File: src/inc/sbc_mode_map.svh
// constants of the operating-mode controller
// Function
// - host requests mode via mode field; field clears passing through restart.
// - wake in normal or stop pulses wake interrupt, mode unchanged.
// - entering normal from init: auxiliary regulator off, CAN and LIN off.
// - normal mode defaults: first/third fail outputs off, failsafe input active.
// - fail-output test bit drives fail outputs active, in normal mode only.
// - stop mode ignores writes and flags SPI error, except exempt writes and mode requests for normal or soft reset.
// - stop mode freezes boost, auxiliary, CAN, LIN, wake and cyclic settings.
// - stop-to-sleep request sets SPI error and enters restart instead.
// - sleep wake goes through restart to normal, recording the wake source.
// - entering sleep turns normal or receive-only transceivers wake-capable.
// - sleep mode discards SPI commands and gives no serial response.
// - wake flags still set at sleep entry cause immediate wake via restart.
// - accepted sleep command drives reset output low at once.
// - normal/stop enter restart on undervoltage, bad watchdog, enabled overvoltage.
// - sleep enters restart on wake; there is no fail-safe mode.
// - device state field 01 for faults, 10 after sleep wake; watchdog field 00.
// - undervoltage restart sets uv=1 ov=0; overvoltage restart sets ov=1 uv=0.
// - with reset-limit enable, no watchdog resets once three have been counted, consecutive or not.
// - restart holds reset low; after cause clears and delay, enter normal.
// - entering or leaving restart leaves fail outputs unchanged.
// - restart disables auxiliary regulator and ignores all SPI traffic.
// - restart makes transceivers wake-capable if previously active, else unchanged.
// - overvoltage restart disabled after reset until enable bit is set.
`ifndef SBC_MODE_MAP_SVH
`define SBC_MODE_MAP_SVH

// ****
// mode field encodings
// ****
`define REQ_NORMAL 2'h0
`define REQ_SLEEP 2'h1
`define REQ_STOP 2'h2
`define REQ_SOFT_RESET 2'h3

// ****
// transceiver state encodings
// ****
`define TRX_OFF 2'h0
`define TRX_WAKE 2'h1
`define TRX_RXONLY 2'h2
`define TRX_NORMAL 2'h3

// ****
// status codes and reset values
// ****
`define DEVICE_STATE_FIELD_FAULT 2'h1
`define DEVICE_STATE_FIELD_WAKE 2'h2
`define DEVICE_STATE_FIELD_RESET 2'h0
`define WATCHDOG_FAILURE_FIELD_NONE 2'h0
`define WD_RST_LIMIT 2'h3

// ****
// timing: reset delay in microseconds
// ****
`define RESET_DELAY_US 10
`define CLK_MHZ 50
`define RESET_DELAY_CYC (`RESET_DELAY_US * `CLK_MHZ)

`endif

File: src/inc/sbc_mode_pkg.sv
// types of the operating-mode controller
package sbc_mode_pkg;
    typedef enum logic [4:0]
    {
        ST_INIT = 5'h01,
        ST_NORMAL = 5'h02,
        ST_STOP = 5'h04,
        ST_SLEEP = 5'h08,
        ST_RESTART = 5'h10
    } mode_t;
endpackage

File: src/pin_sync.sv
// three-stage synchroniser with agreement filter for pin inputs
`timescale 1ns/1ps
module pin_sync
(
    // clock and reset
    input wire logic clk_i,
    input wire logic reset_n_i,
    // pin and filtered level
    input wire logic pin_i,
    output logic level_o
);
    logic s1_r, s2_r, s3_r, level_r;
    logic level_nxt;

    // a change counts once stages two and three agree
    always_comb
    begin
        level_nxt = level_r;
        if (s2_r == s3_r)
            level_nxt = s3_r;
    end

    // first stage only feeds the second
    always_ff @(posedge clk_i or negedge reset_n_i)
    begin
        if (!reset_n_i)
        begin
            s1_r <= 1'b0;
            s2_r <= 1'b0;
            s3_r <= 1'b0;
            level_r <= 1'b0;
        end
        else
        begin
            s1_r <= pin_i;
            s2_r <= s1_r;
            s3_r <= s2_r;
            level_r <= level_nxt;
        end
    end

    assign level_o = level_r;
endmodule

File: src/sbc_mode_ctrl.sv
// operating-mode controller: mode state, frozen settings, restart causes
`timescale 1ns/1ps
`include "sbc_mode_map.svh"
module sbc_mode_ctrl
(
    // clock and reset
    input wire logic clk_i,
    input wire logic reset_n_i,
    // decoded spi write from the spi front end (same clock)
    input wire logic spi_wr_i,
    input wire logic spi_mode_wr_i,
    input wire logic [1:0] spi_mode_i,
    input wire logic spi_exempt_i,
    input wire logic spi_cfg_wr_i,
    input wire logic aux_on_i,
    input wire logic boost_on_i,
    input wire logic [1:0] can_cfg_i,
    input wire logic [1:0] lin_cfg_i,
    input wire logic wake_in_en_i,
    input wire logic cyclic_en_i,
    input wire logic fo_test_i,
    input wire logic fsi_as_fo_i,
    input wire logic ov_rst_en_i,
    input wire logic rst_limit_en_i,
    input wire logic wake_flags_set_i,
    // events from analog monitors and watchdog (pins)
    input wire logic can_wake_i,
    input wire logic lin_wake_i,
    input wire logic wk_wake_i,
    input wire logic uv_i,
    input wire logic ov_i,
    input wire logic watchdog_failure_field_i,
    // mode and spi control outputs
    output logic [2:0] mode_o,
    output logic [1:0] mode_field_o,
    output logic spi_err_o,
    output logic spi_ignore_o,
    output logic spi_sdo_en_o,
    // pins toward the host
    output logic reset_out_n_o,
    output logic wake_int_o,
    // supply and peripheral settings
    output logic aux_on_o,
    output logic boost_on_o,
    output logic [1:0] can_mode_o,
    output logic [1:0] lin_mode_o,
    output logic wake_in_en_o,
    output logic cyclic_en_o,
    output logic first_fail_output_o,
    output logic third_fail_output_o,
    output logic failsafe_input_en_o,
    // status fields
    output logic [1:0] dev_state_o,
    output logic [1:0] watchdog_failure_field_o,
    output logic uv_flag_o,
    output logic ov_flag_o,
    output logic [2:0] wake_src_o
);
    // ****
    // pin synchronisers
    // ****
    logic can_w, lin_w, wk_w, uv_w, ov_w, wd_w;
    pin_sync u_can (.clk_i(clk_i), .reset_n_i(reset_n_i), .pin_i(can_wake_i), .level_o(can_w));
    pin_sync u_lin (.clk_i(clk_i), .reset_n_i(reset_n_i), .pin_i(lin_wake_i), .level_o(lin_w));
    pin_sync u_wk (.clk_i(clk_i), .reset_n_i(reset_n_i), .pin_i(wk_wake_i), .level_o(wk_w));
    pin_sync u_uv (.clk_i(clk_i), .reset_n_i(reset_n_i), .pin_i(uv_i), .level_o(uv_w));
    pin_sync u_ov (.clk_i(clk_i), .reset_n_i(reset_n_i), .pin_i(ov_i), .level_o(ov_w));
    pin_sync u_wd (.clk_i(clk_i), .reset_n_i(reset_n_i), .pin_i(watchdog_failure_field_i), .level_o(wd_w));

    // ****
    // state
    // ****
    sbc_mode_pkg::mode_t mode_r, mode_nxt;
    logic [1:0] field_r, field_nxt, dev_r, dev_nxt, wdf_r, wdf_nxt, wdcnt_r, wdcnt_nxt;
    logic [1:0] can_r, can_nxt, lin_r, lin_nxt;
    logic aux_r, aux_nxt, boost_r, boost_nxt, wkin_r, wkin_nxt, cyc_r, cyc_nxt;
    logic fo_r, fo_nxt, fsi_r, fsi_nxt, err_r, err_nxt, int_r, int_nxt;
    logic uvf_r, uvf_nxt, ovf_r, ovf_nxt, wdw_d_r;
    logic [2:0] src_r, src_nxt;
    logic [9:0] dly_r, dly_nxt;
    logic wake_ev, wd_edge, wd_cause, fault;

    // transceiver state on entry to restart or sleep
    function automatic logic [1:0] to_wake(input logic [1:0] m);
        to_wake = (m == `TRX_OFF) ? `TRX_OFF : `TRX_WAKE;
    endfunction

    // rising edge of the level, so a held wake makes one interrupt
    logic can_d_r, lin_d_r, wk_d_r;
    assign wake_ev = (can_w & ~can_d_r) | (lin_w & ~lin_d_r) | (wk_w & ~wk_d_r);
    assign wd_edge = wd_w & ~wdw_d_r;
    // with the reset limit enabled, after three resets missed triggers stop being a cause
    assign wd_cause = wd_edge & ~(rst_limit_en_i & (wdcnt_r == `WD_RST_LIMIT));
    // overvoltage counts only once enabled; the enable is low after reset
    assign fault = uv_w | (ov_w & ov_rst_en_i) | wd_cause;

    // ****
    // mode state machine
    // ****
    always_comb
    begin
        mode_nxt = mode_r;
        field_nxt = field_r;
        dev_nxt = dev_r;
        wdf_nxt = wdf_r;
        wdcnt_nxt = wdcnt_r;
        can_nxt = can_r;
        lin_nxt = lin_r;
        aux_nxt = aux_r;
        boost_nxt = boost_r;
        wkin_nxt = wkin_r;
        cyc_nxt = cyc_r;
        fo_nxt = fo_r;
        fsi_nxt = fsi_r;
        err_nxt = err_r;
        int_nxt = 1'b0;
        uvf_nxt = uvf_r;
        ovf_nxt = ovf_r;
        src_nxt = src_r;
        dly_nxt = dly_r;
        case (mode_r)
            sbc_mode_pkg::ST_INIT:
            begin
                // any command leaves init; peripherals start off
                if (spi_wr_i)
                begin
                    mode_nxt = sbc_mode_pkg::ST_NORMAL;
                    aux_nxt = 1'b0;
                    can_nxt = `TRX_OFF;
                    lin_nxt = `TRX_OFF;
                    fo_nxt = 1'b0;
                    fsi_nxt = 1'b1;
                end
            end
            sbc_mode_pkg::ST_NORMAL, sbc_mode_pkg::ST_STOP:
            begin
                // restart causes win over any host request this cycle
                if (fault)
                begin
                    mode_nxt = sbc_mode_pkg::ST_RESTART;
                    dev_nxt = `DEVICE_STATE_FIELD_FAULT;
                    uvf_nxt = uv_w;
                    ovf_nxt = ~uv_w & ov_w;
                    if (wd_cause)
                    begin
                        wdcnt_nxt = wdcnt_r + 2'h1;
                        wdf_nxt = wdcnt_r + 2'h1;
                    end
                end
                else
                begin
                    if (wake_ev)
                        int_nxt = 1'b1;
                    if (mode_r == sbc_mode_pkg::ST_NORMAL && spi_cfg_wr_i)
                    begin
                        // settings change only in normal, stop keeps them frozen
                        aux_nxt = aux_on_i;
                        boost_nxt = boost_on_i;
                        can_nxt = can_cfg_i;
                        lin_nxt = lin_cfg_i;
                        wkin_nxt = wake_in_en_i;
                        cyc_nxt = cyclic_en_i;
                        fsi_nxt = ~fsi_as_fo_i;
                    end
                    if (mode_r == sbc_mode_pkg::ST_STOP && spi_wr_i && !spi_exempt_i
                        && !(spi_mode_wr_i && spi_mode_i != `REQ_STOP))
                        err_nxt = 1'b1;
                    if (spi_mode_wr_i)
                    begin
                        field_nxt = spi_mode_i;
                        case (spi_mode_i)
                            `REQ_NORMAL: mode_nxt = sbc_mode_pkg::ST_NORMAL;
                            `REQ_STOP:
                                if (mode_r == sbc_mode_pkg::ST_NORMAL)
                                    mode_nxt = sbc_mode_pkg::ST_STOP;
                            `REQ_SLEEP:
                                if (mode_r == sbc_mode_pkg::ST_STOP)
                                begin
                                    err_nxt = 1'b1;
                                    mode_nxt = sbc_mode_pkg::ST_RESTART;
                                    dev_nxt = `DEVICE_STATE_FIELD_FAULT;
                                end
                                else if (wake_flags_set_i)
                                begin
                                    // pending wake flags: immediate wake
                                    mode_nxt = sbc_mode_pkg::ST_RESTART;
                                    dev_nxt = `DEVICE_STATE_FIELD_WAKE;
                                    wdf_nxt = `WATCHDOG_FAILURE_FIELD_NONE;
                                end
                                else
                                begin
                                    mode_nxt = sbc_mode_pkg::ST_SLEEP;
                                    can_nxt = to_wake(can_r);
                                    lin_nxt = to_wake(lin_r);
                                    boost_nxt = 1'b0;
                                end
                            default: mode_nxt = sbc_mode_pkg::ST_INIT;
                        endcase
                    end
                end
            end
            sbc_mode_pkg::ST_SLEEP:
            begin
                // spi is dropped entirely here; only wake ends sleep
                if (wake_ev)
                begin
                    mode_nxt = sbc_mode_pkg::ST_RESTART;
                    src_nxt = {wk_w, lin_w, can_w};
                    dev_nxt = `DEVICE_STATE_FIELD_WAKE;
                    wdf_nxt = `WATCHDOG_FAILURE_FIELD_NONE;
                    uvf_nxt = 1'b0;
                end
            end
            sbc_mode_pkg::ST_RESTART:
            begin
                // wait for cause gone and full delay, reset stays low
                if (uv_w || (ov_w && ov_rst_en_i))
                    dly_nxt = 10'h000;
                else if (dly_r == 10'(`RESET_DELAY_CYC - 1))
                begin
                    mode_nxt = sbc_mode_pkg::ST_NORMAL;
                    dly_nxt = 10'h000;
                end
                else
                    dly_nxt = dly_r + 10'h001;
            end
            default: mode_nxt = sbc_mode_pkg::ST_INIT;
        endcase
        // entry actions into restart; fail outputs deliberately untouched
        if (mode_nxt == sbc_mode_pkg::ST_RESTART && mode_r != sbc_mode_pkg::ST_RESTART)
        begin
            field_nxt = `REQ_NORMAL;
            aux_nxt = 1'b0;
            can_nxt = to_wake(can_r);
            lin_nxt = to_wake(lin_r);
            dly_nxt = 10'h000;
        end
        // test bit acts only while staying in normal; restart keeps fail outputs
        if (mode_r == sbc_mode_pkg::ST_NORMAL && mode_nxt == sbc_mode_pkg::ST_NORMAL)
            fo_nxt = fo_test_i;
    end

    always_ff @(posedge clk_i or negedge reset_n_i)
    begin
        if (!reset_n_i)
        begin
            mode_r <= sbc_mode_pkg::ST_INIT;
            field_r <= `REQ_NORMAL;
            dev_r <= `DEVICE_STATE_FIELD_RESET;
            wdf_r <= `WATCHDOG_FAILURE_FIELD_NONE;
            wdcnt_r <= 2'h0;
            can_r <= `TRX_OFF;
            lin_r <= `TRX_OFF;
            aux_r <= 1'b0;
            boost_r <= 1'b0;
            wkin_r <= 1'b0;
            cyc_r <= 1'b0;
            fo_r <= 1'b0;
            fsi_r <= 1'b1;
            err_r <= 1'b0;
            int_r <= 1'b0;
            uvf_r <= 1'b0;
            ovf_r <= 1'b0;
            src_r <= 3'h0;
            dly_r <= 10'h000;
            wdw_d_r <= 1'b0;
            can_d_r <= 1'b0;
            lin_d_r <= 1'b0;
            wk_d_r <= 1'b0;
        end
        else
        begin
            mode_r <= mode_nxt;
            field_r <= field_nxt;
            dev_r <= dev_nxt;
            wdf_r <= wdf_nxt;
            wdcnt_r <= wdcnt_nxt;
            can_r <= can_nxt;
            lin_r <= lin_nxt;
            aux_r <= aux_nxt;
            boost_r <= boost_nxt;
            wkin_r <= wkin_nxt;
            cyc_r <= cyc_nxt;
            fo_r <= fo_nxt;
            fsi_r <= fsi_nxt;
            err_r <= err_nxt;
            int_r <= int_nxt;
            uvf_r <= uvf_nxt;
            ovf_r <= ovf_nxt;
            src_r <= src_nxt;
            dly_r <= dly_nxt;
            wdw_d_r <= wd_w;
            can_d_r <= can_w;
            lin_d_r <= lin_w;
            wk_d_r <= wk_w;
        end
    end

    // ****
    // outputs
    // ****
    // sleep and restart both hold reset low; sleep entry drops it immediately
    assign reset_out_n_o = ~(mode_r == sbc_mode_pkg::ST_SLEEP
                             || mode_r == sbc_mode_pkg::ST_RESTART
                             || mode_r == sbc_mode_pkg::ST_INIT);
    // sleep and restart: spi not interpreted; only sleep gives no serial answer
    assign spi_ignore_o = (mode_r == sbc_mode_pkg::ST_SLEEP)
                          || (mode_r == sbc_mode_pkg::ST_RESTART);
    assign spi_sdo_en_o = (mode_r != sbc_mode_pkg::ST_SLEEP);
    assign mode_o = {mode_r[4] | mode_r[3], mode_r[2] | mode_r[3], mode_r[1]};
    assign mode_field_o = field_r;
    assign spi_err_o = err_r;
    assign wake_int_o = int_r;
    assign aux_on_o = aux_r;
    assign boost_on_o = boost_r;
    assign can_mode_o = can_r;
    assign lin_mode_o = lin_r;
    assign wake_in_en_o = wkin_r;
    assign cyclic_en_o = cyc_r;
    assign first_fail_output_o = fo_r;
    assign third_fail_output_o = fo_r;
    assign failsafe_input_en_o = fsi_r;
    assign dev_state_o = dev_r;
    assign watchdog_failure_field_o = wdf_r;
    assign uv_flag_o = uvf_r;
    assign ov_flag_o = ovf_r;
    assign wake_src_o = src_r;
endmodule

File: config.mk
export PLATFORM = sky130hd
export DESIGN_NAME = sbc_mode_ctrl
export DESIGN_NICKNAME = d
export VERILOG_FILES = /design/src/inc/sbc_mode_pkg.sv /design/src/pin_sync.sv /design/src/sbc_mode_ctrl.sv
export VERILOG_INCLUDE_DIRS = /design/src /design/src/inc
export SDC_FILE = /design/constraint.sdc
export NUM_CORES = 1
export LEC_CHECK = 0
export ABC_AREA = 0
export BUFFER_PORTS_ARGS = -buffer_cell sky130_fd_sc_hd__buf_4
export CORE_UTILIZATION = 55
export CTS_CLUSTER_DIAMETER = 120
export DETAILED_ROUTE_END_ITERATION = 10
export PLACE_DENSITY = 0.79
export RECOVER_POWER = 25
export SLEW_MARGIN = 20
export SYNTH_ARGS = -nofsm -noshare
export SYNTH_HDL_FRONTEND = slang
export SYNTH_SLANG_ARGS = --single-unit
File: constraint.sdc
create_clock -name clk_i -period 2.3 [get_ports clk_i]
set_input_delay 0.46 -clock clk_i [delete_from_list [all_inputs] [get_ports clk_i]]
set_output_delay 0.46 -clock clk_i [all_outputs]
set_load 0.02 [all_outputs]
Word level (Yosys, flattened, before mapping)
Cells that the tools add are included.
{ "classes": {"addsub": 2, "eq_ne": 35, "n_mux": 79, "bitwise_logic": 23, "reduce_logical": 38} }
{ "ops": {"columns": ["cell", "n"], "rows": [
  ["2-bit 2-to-1 mux", 32],
  ["5-bit 2-to-1 mux", 9],
  ["10-bit 2-to-1 mux", 4],
  ["1-bit 2-to-1 mux", 25],
  ["3-bit inequality test, second input constant", 8],
  ["5-bit case mux with 4 select lines", 1],
  ["2-bit case mux with 2 select lines", 4],
  ["5-bit case mux with 3 select lines", 1],
  ["3-bit AND reduction", 5],
  ["2-bit nonzero test", 7],
  ["2-bit inequality test, second input constant", 6],
  ["10-bit by 1-bit adder with 10-bit output, second input constant", 1],
  ["10-bit by 9-bit equality test with 1-bit output, second input constant", 1],
  ["5-bit by 2-bit equality test with 1-bit output, second input constant", 2],
  ["5-bit equality test, second input constant", 2],
  ["1-bit NOT", 9],
  ["1-bit bitwise AND", 8],
  ["1-bit logical AND", 8],
  ["2-bit AND reduction", 4],
  ["4-bit AND reduction", 2],
  ["7-bit AND reduction", 1],
  ["1-bit equality test", 6],
  ["2-bit zero test", 3],
  ["1-bit OR", 6],
  ["16 further kinds", 22]
]} }
{ "word_totals": {"regBits": 68, "input_bits": 27, "wordCells": 224} }

Longest topological paths before layout
{ "logic_depth": {"word_depth": 11, "ltp_mapped": 9, "ltp_nobuf": 7} }

Modules after synthesis
From an unflattened synthesis, not the netlist that was laid out.
{ "hier_totals": {"hier_cells": 286, "area_unflattened_um2": 3169.3} }
{ "modules_own_cells": {"columns": ["mod", "n_inst", "cells_each", "area_per_inst_um2"], "rows": [
  ["sbc_mode_ctrl", 1, 256, 2501.1],
  ["pin_sync", 6, 5, 111.4]
]} }

Worst setup path before layout
OpenSTA, ideal clock, no wires.
{ "synth_timing": {"kind": "register -> register", "startpoint": "register dly_r[0]", "endpoint": "register dly_r[8]", "arrival_ns": 1.988, "path_slack_ns": 0.186, "path_stages_with_launch": 7, "n_path_buf": 1, "synth_period_minus_slack_ns": 2.114, "path_cell_list": "dfrtp_1 ha_1 or4b_1 or3_1 and3_1 buf_2 a221o_1"} }
{ "synth_between": {"elab_chain_cells": 7, "elab_cells_between_ends": 12, "classes_between": "1 x add/sub; 2 x eq/ne; 7 x mux; 2 x reduce/logical"} }
{ "synth_rtl": {"columns": ["element", "line_no", "source"], "rows": [
  ["from (decl)", "sbc_mode_ctrl.sv:80", "logic [9:0] dly_r, dly_nxt;"],
  ["from (signal assigned)", "sbc_mode_ctrl.sv:291", "dly_r <= dly_nxt;"],
  ["10-bit by 9-bit equality test with 1-bit output", "sbc_mode_ctrl.sv:219", "else if (dly_r == 10'(`RESET_DELAY_CYC - 1))"],
  ["5-bit 2-to-1 mux", "sbc_mode_ctrl.sv:219", null],
  ["5-bit 2-to-1 mux", "sbc_mode_ctrl.sv:217", "if (uv_w || (ov_w && ov_rst_en_i))"],
  ["5-bit case mux with 4 select lines", "sbc_mode_ctrl.sv:121", "case (mode_r)"],
  ["5-bit equality test", "sbc_mode_ctrl.sv:230", "if (mode_nxt == sbc_mode_pkg::ST_RESTART && mode_r != sbc_mode_pkg::ST_RESTART)"],
  ["1-bit logical AND", "sbc_mode_ctrl.sv:230", null],
  ["10-bit 2-to-1 mux / 2-bit nonzero test (equally long branches)", null, null]
]} }
Several ways; a longest one is shown, not always the timed one. The select of a mux whose other input is x is not followed.
A chain may end at the register's enable or synchronous reset.

Worst setup path after layout
{ "layout_timing": {"startpoint": "register dly_r[0]", "endpoint": "register fo_r (netlist: first_fail_output_o)"} }
{ "layout_between": {"elab_chain_cells": 8, "elab_cells_between_ends": 10, "classes_between": "2 x eq/ne; 4 x mux; 4 x reduce/logical"} }
{ "layout_rtl": {"columns": ["element", "line_no", "source"], "rows": [
  ["10-bit by 9-bit equality test with 1-bit output *", "sbc_mode_ctrl.sv:219", null],
  ["5-bit 2-to-1 mux *", "sbc_mode_ctrl.sv:219", null],
  ["5-bit 2-to-1 mux *", "sbc_mode_ctrl.sv:217", null],
  ["5-bit case mux with 4 select lines *", "sbc_mode_ctrl.sv:121", null],
  ["net mode_nxt[1]", "sbc_mode_ctrl.sv:73", "sbc_mode_pkg::mode_t mode_r, mode_nxt;"],
  ["5-bit by 2-bit equality test with 1-bit output *", "sbc_mode_ctrl.sv:239", "if (mode_r == sbc_mode_pkg::ST_NORMAL && mode_nxt == sbc_mode_pkg::ST_NORMAL)"],
  ["1-bit logical AND *", "sbc_mode_ctrl.sv:239", null],
  ["2-bit nonzero test (no line)", null, null],
  ["2-bit AND reduction (no line)", null, null],
  ["to (signal assigned)", "sbc_mode_ctrl.sv:284", "fo_r <= fo_nxt;"],
  ["to (decl)", "sbc_mode_ctrl.sv:77", "logic fo_r, fo_nxt, fsi_r, fsi_nxt, err_r, err_nxt, int_r, int_nxt;"]
]} }
The timed path passes the listed nets; every way through them passes the cells marked *.

==> summary.md <==
| Metric | Value |
|---|---|
| Result of the run | `complete, but fails checks` |
| Failing checks | `capacitance limit, slew limit` |
| Final hold violation count | `0` |
| Pre-antenna DRT Iters | `5` |
| Number of buffers inserted by hold repair at cts | `0` |
| Cell area after layout | `roughly 3800 um2` |
| Setup clock skew after layout | `between 0.007 and 0.008 ns` |
| Warnings, synthesis | `0` |
| Placed wire-length estimate after detailed placement | `4790 um` |
| Global-route usage over all layers | `a little over a quarter` |
| Number of global-route vias before repair | `~2,300` |
| Register-to-register setup slack | `a little under 0.09 ns` |
| Setup slack after layout | `~0.089 ns` |
| # Max-Cap Violations | `1` |
| Largest area contributor in the synthesized netlist | `sky130_fd_sc_hd__dfrtp_1` |
| Maximum number of pins on one net before global-route repair | `between 60 and 70` |
| Instance area at placement | `3580 um2` |
| Setup repair after global routing missed its margin | `false` |
| Highest net fanout along the worst path | `4` |
| Yosys reg bits | `a little under 70` |
| Horiz. Die Dim | `about 76 um` |
| Synth-to-Final Area Change | `27.6%` |
| Data arrival at the endpoint of the critical path | `about 2.4 ns` |
| Worst setup path category | `flip-flop to flip-flop` |
| Final count of pins violating max slew | `a little under 70` |
| Area contributors post-synth | `sky130_fd_sc_hd__dfrtp_1 55%, sky130_fd_sc_hd__nand2_1 4.0%, sky130_fd_sc_hd__a21oi_1 2.3%` |
| Residual overflow from global routing | `0` |
| Hold path start | `wk_wake_i` |
| Initial DRC count | `about 170` |
| Final WL | `6800 um` |
| Static Leak | `about 1.9 nW` |
| Syn Nets | `about 300` |
| Slew headroom | `-5.76%` |
| First-pass GRT wire length | `10,900 um` |
| DR WL/cell | `roughly 16 um` |
| Post-route clock period utilization | `between 90% and 100%` |
| End of the worst register-to-register path | `first_fail_output_o` |
| Row count | `26` |
| Measured slew at the worst slew-check pin | `1.59 ns` |
| Number of H-tree levels | `3` |
| Place WS | `between 0.04 and 0.05 ns` |
| Clock latency on the worst-skew pair | `about 0.34 ns` |
| Hold Crit Depth | `1` |
| Critical path startpoint category | `flip-flop` |
| Initial antenna violation count | `0` |
| Share of final-layout standard cells stronger than drive strength 1 | `31.5%` |
| Post-Syn Instances | `approximately 270` |
| Post-synth ARST share | `100%` |
| Inserted Diodes | `0` |
| Area of the mapped netlist | `between 3000 and 4000 um2` |
| Clock tree from TritonCTS | `yes` |
| Synthesized area per cell | `approximately 11 um2` |
| Vertical die dimension | `approximately 76 um` |
| Clk root buf | `sky130_fd_sc_hd__clkbuf_8` |
| WHS Endpoint | `u_wk.s1_r` |
| Number of primary I/O pins | `between 50 and 60` |
| Final Net Count | `roughly 380` |
| Pwr/cell area | `999 nW/um2` |
| Reg2Reg Launch Point | `dly_r[0]` |
| Via density per instance | `5.75` |
| Worst voltage drop across the vdd grid | `0.591 mV` |
| Initial Util | `approximately 58%` |
| Total negative slack | `0 ns` |
| Number of flops mapped to enable cells by yosys | `0` |
| Total CTS buffers | `9` |
| Core Box Area | `5170 um2` |
| Endpoint required time on the critical path | `roughly 2.5 ns` |
| Most used DFF post-synth | `sky130_fd_sc_hd__dfrtp_1` |
| Worst min-delay path class | `input pin to flip-flop` |
| Bufs on Longest Clock Path | `2` |
| Count of different cell masters after synthesis | `54` |
| Final count of negative-setup-slack endpoints | `0` |
| Sequential element share of the synthesized area | `between 50% and 60%` |
| Final critical delay including setup and external delays | `roughly 2.2 ns` |
| Number of input and output port buffers inserted | `56` |
| Area of the die | `about 5800 um2` |
| Via total after detailed routing | `about 2,400` |
| Sinks on Clock Net | `between 60 and 70` |
| Share of the synthesized area in the top cell type | `55.0%` |
| Number of remaining DRC errors | `0` |
| Endpoint class of the critical path | `flip-flop` |
| Clock transition time at the flip-flop clock pins of the worst setup and hold paths | `around 0.07 ns` |
| ANT nets after route | `0` |
| Maximum clock frequency | `between 400 and 500 MHz` |
| R2R depth | `7` |
| GPL Wtd Cong | `slightly above 0.9` |
where the power goes:
part	internal [mW]	switching (mW)
registers	1.38	0.156
logic	0.514	0.643
clock network	0.651	0.478
total	2.55	1.28
metrics by stage:
stage	std cells	hold WS (ns)	total power, mW	utilization [%]
2_1_floorplan	273	0.164	2.23	-
3_3_place_gp	406	0.333	2.67	69.3
3_5_place_dp	406	0.336	2.70	69.3
4_1_cts	422	0.207	3.83	73.8
5_1_grt	422	0.221	4.04	74.1
6_report	422	0.243	3.83	74.1
critical path: stages, from the launching register on:
cell and delay [ns]:
sky130_fd_sc_hd__dfrtp_1 0.39, sky130_fd_sc_hd__ha_1 0.22, sky130_fd_sc_hd__or4b_1 0.44, sky130_fd_sc_hd__or3_1 0.39
sky130_fd_sc_hd__nor3_2 0.17, sky130_fd_sc_hd__a311o_1 0.20, sky130_fd_sc_hd__a31oi_1 0.10, sky130_fd_sc_hd__a41o_1 0.20
registers in the layout, summed over array words and instances, names as in the netlist, 2 cells and up:
signal                    cells
wdcnt_r                       2
dly_r                        10
lin_mode_o                    2
wake_src_o                    3
mode_field_o                  2
watchdog_failure_field_o      2
can_mode_o                    2
dev_state_o                   2
mode_r                        5
cell type report:
type,instances,area [um2]
inverter,6,22.5
clock inverter,6,95.1
fill,352,1340
tap,70,87.6
multi-input combinational,189,1240
sequential,68,1710
clock buffer,10,138
timing repair buffer,73,546
logic make-up (layout without fill, tap and decap cells):
| kind of cell | count (synthesis) | in the layout | share of synthesized area, % |
|---|---|---|---|
| muxes | 9 | 9 | 3.25 |
| xor gates and xnor gates | 5 | 5 | 1.46 |
| and+or+nand+nor | 97 | 97 | 16.3 |
| buffers and inverters | 16 | 95 | 2.58 |
| adders and majority gates | 8 | 8 | 2.83 |
| AOI/OAI and AO/OA | 70 | 70 | 16.8 |
| DFF | 68 | 68 | 56.7 |
layout by cell type, fill, tap and decap left out, types with 5 or more instances in the layout:
master,count
sky130_fd_sc_hd__a21oi_1,14
sky130_fd_sc_hd__mux2_2,5
sky130_fd_sc_hd__nor2b_1,5
sky130_fd_sc_hd__nand3_1,11
sky130_fd_sc_hd__clkbuf_8,10
sky130_fd_sc_hd__inv_1,6
sky130_fd_sc_hd__a31oi_1,8
sky130_fd_sc_hd__and3_1,10
sky130_fd_sc_hd__nand2_1,32
sky130_fd_sc_hd__a22o_1,6
sky130_fd_sc_hd__nor2_1,16
sky130_fd_sc_hd__clkbuf_4,6
sky130_fd_sc_hd__dfrtp_1,64
sky130_fd_sc_hd__buf_4,66
sky130_fd_sc_hd__o21ai_0,8
sky130_fd_sc_hd__maj3_1,6
routing by layer:
layer	global-route usage (%)	routed length, um	vias up
li1	-	-	1143
met1	33.4	2930	1170
met2	42.4	3290	101
met3	7.67	469	12
met4	9.47	109	0
met5	0	0	-
Yosys cell counts, drive strengths merged (2+ instances only):
cell and number:
and2 2, mux2 6, nor4 2, clkbuf 2, a31oi 8, nor2b 5
dfrtp 66, o21a 4, a41o 3, o21ai 10, nand3 11, ha 2
nand2b 4, nor3 5, a31o 2, o22ai 3, inv 6, a22o 6
a21oi 15, a211oi 2, a21o 3, nand2 32, maj3 6, nor2 18
or3 2, buf 8, xnor2 4, a22oi 2, a41oi 2, and3 11
dfstp 2, mux2i 3
worst max-delay path by stage:
stage	startpoint	end	slack, ns	depth (start not counted)
after floorplan	dly_r[0]	dly_r[8]	0.19	6
after global placement	dly_r[0]	first_fail_output_o	0.11	7
after detailed placement	dly_r[0]	dly_r[8]	0.04	6
after CTS	dly_r[0]	dly_r[8]	0.01	6
after global routing	dly_r[0]	first_fail_output_o	0.002	7
final	dly_r[0]	first_fail_output_o	0.09	7
timing repair:
item | in CTS | in global routing
endpoints found under the hold margin | 0 | 0
endpoints found under the setup margin | 0 | 11
setup buffers | 0 | 0
resized for setup | 0 | 7
Note: power is estimated with default switching activity, not from simulation.
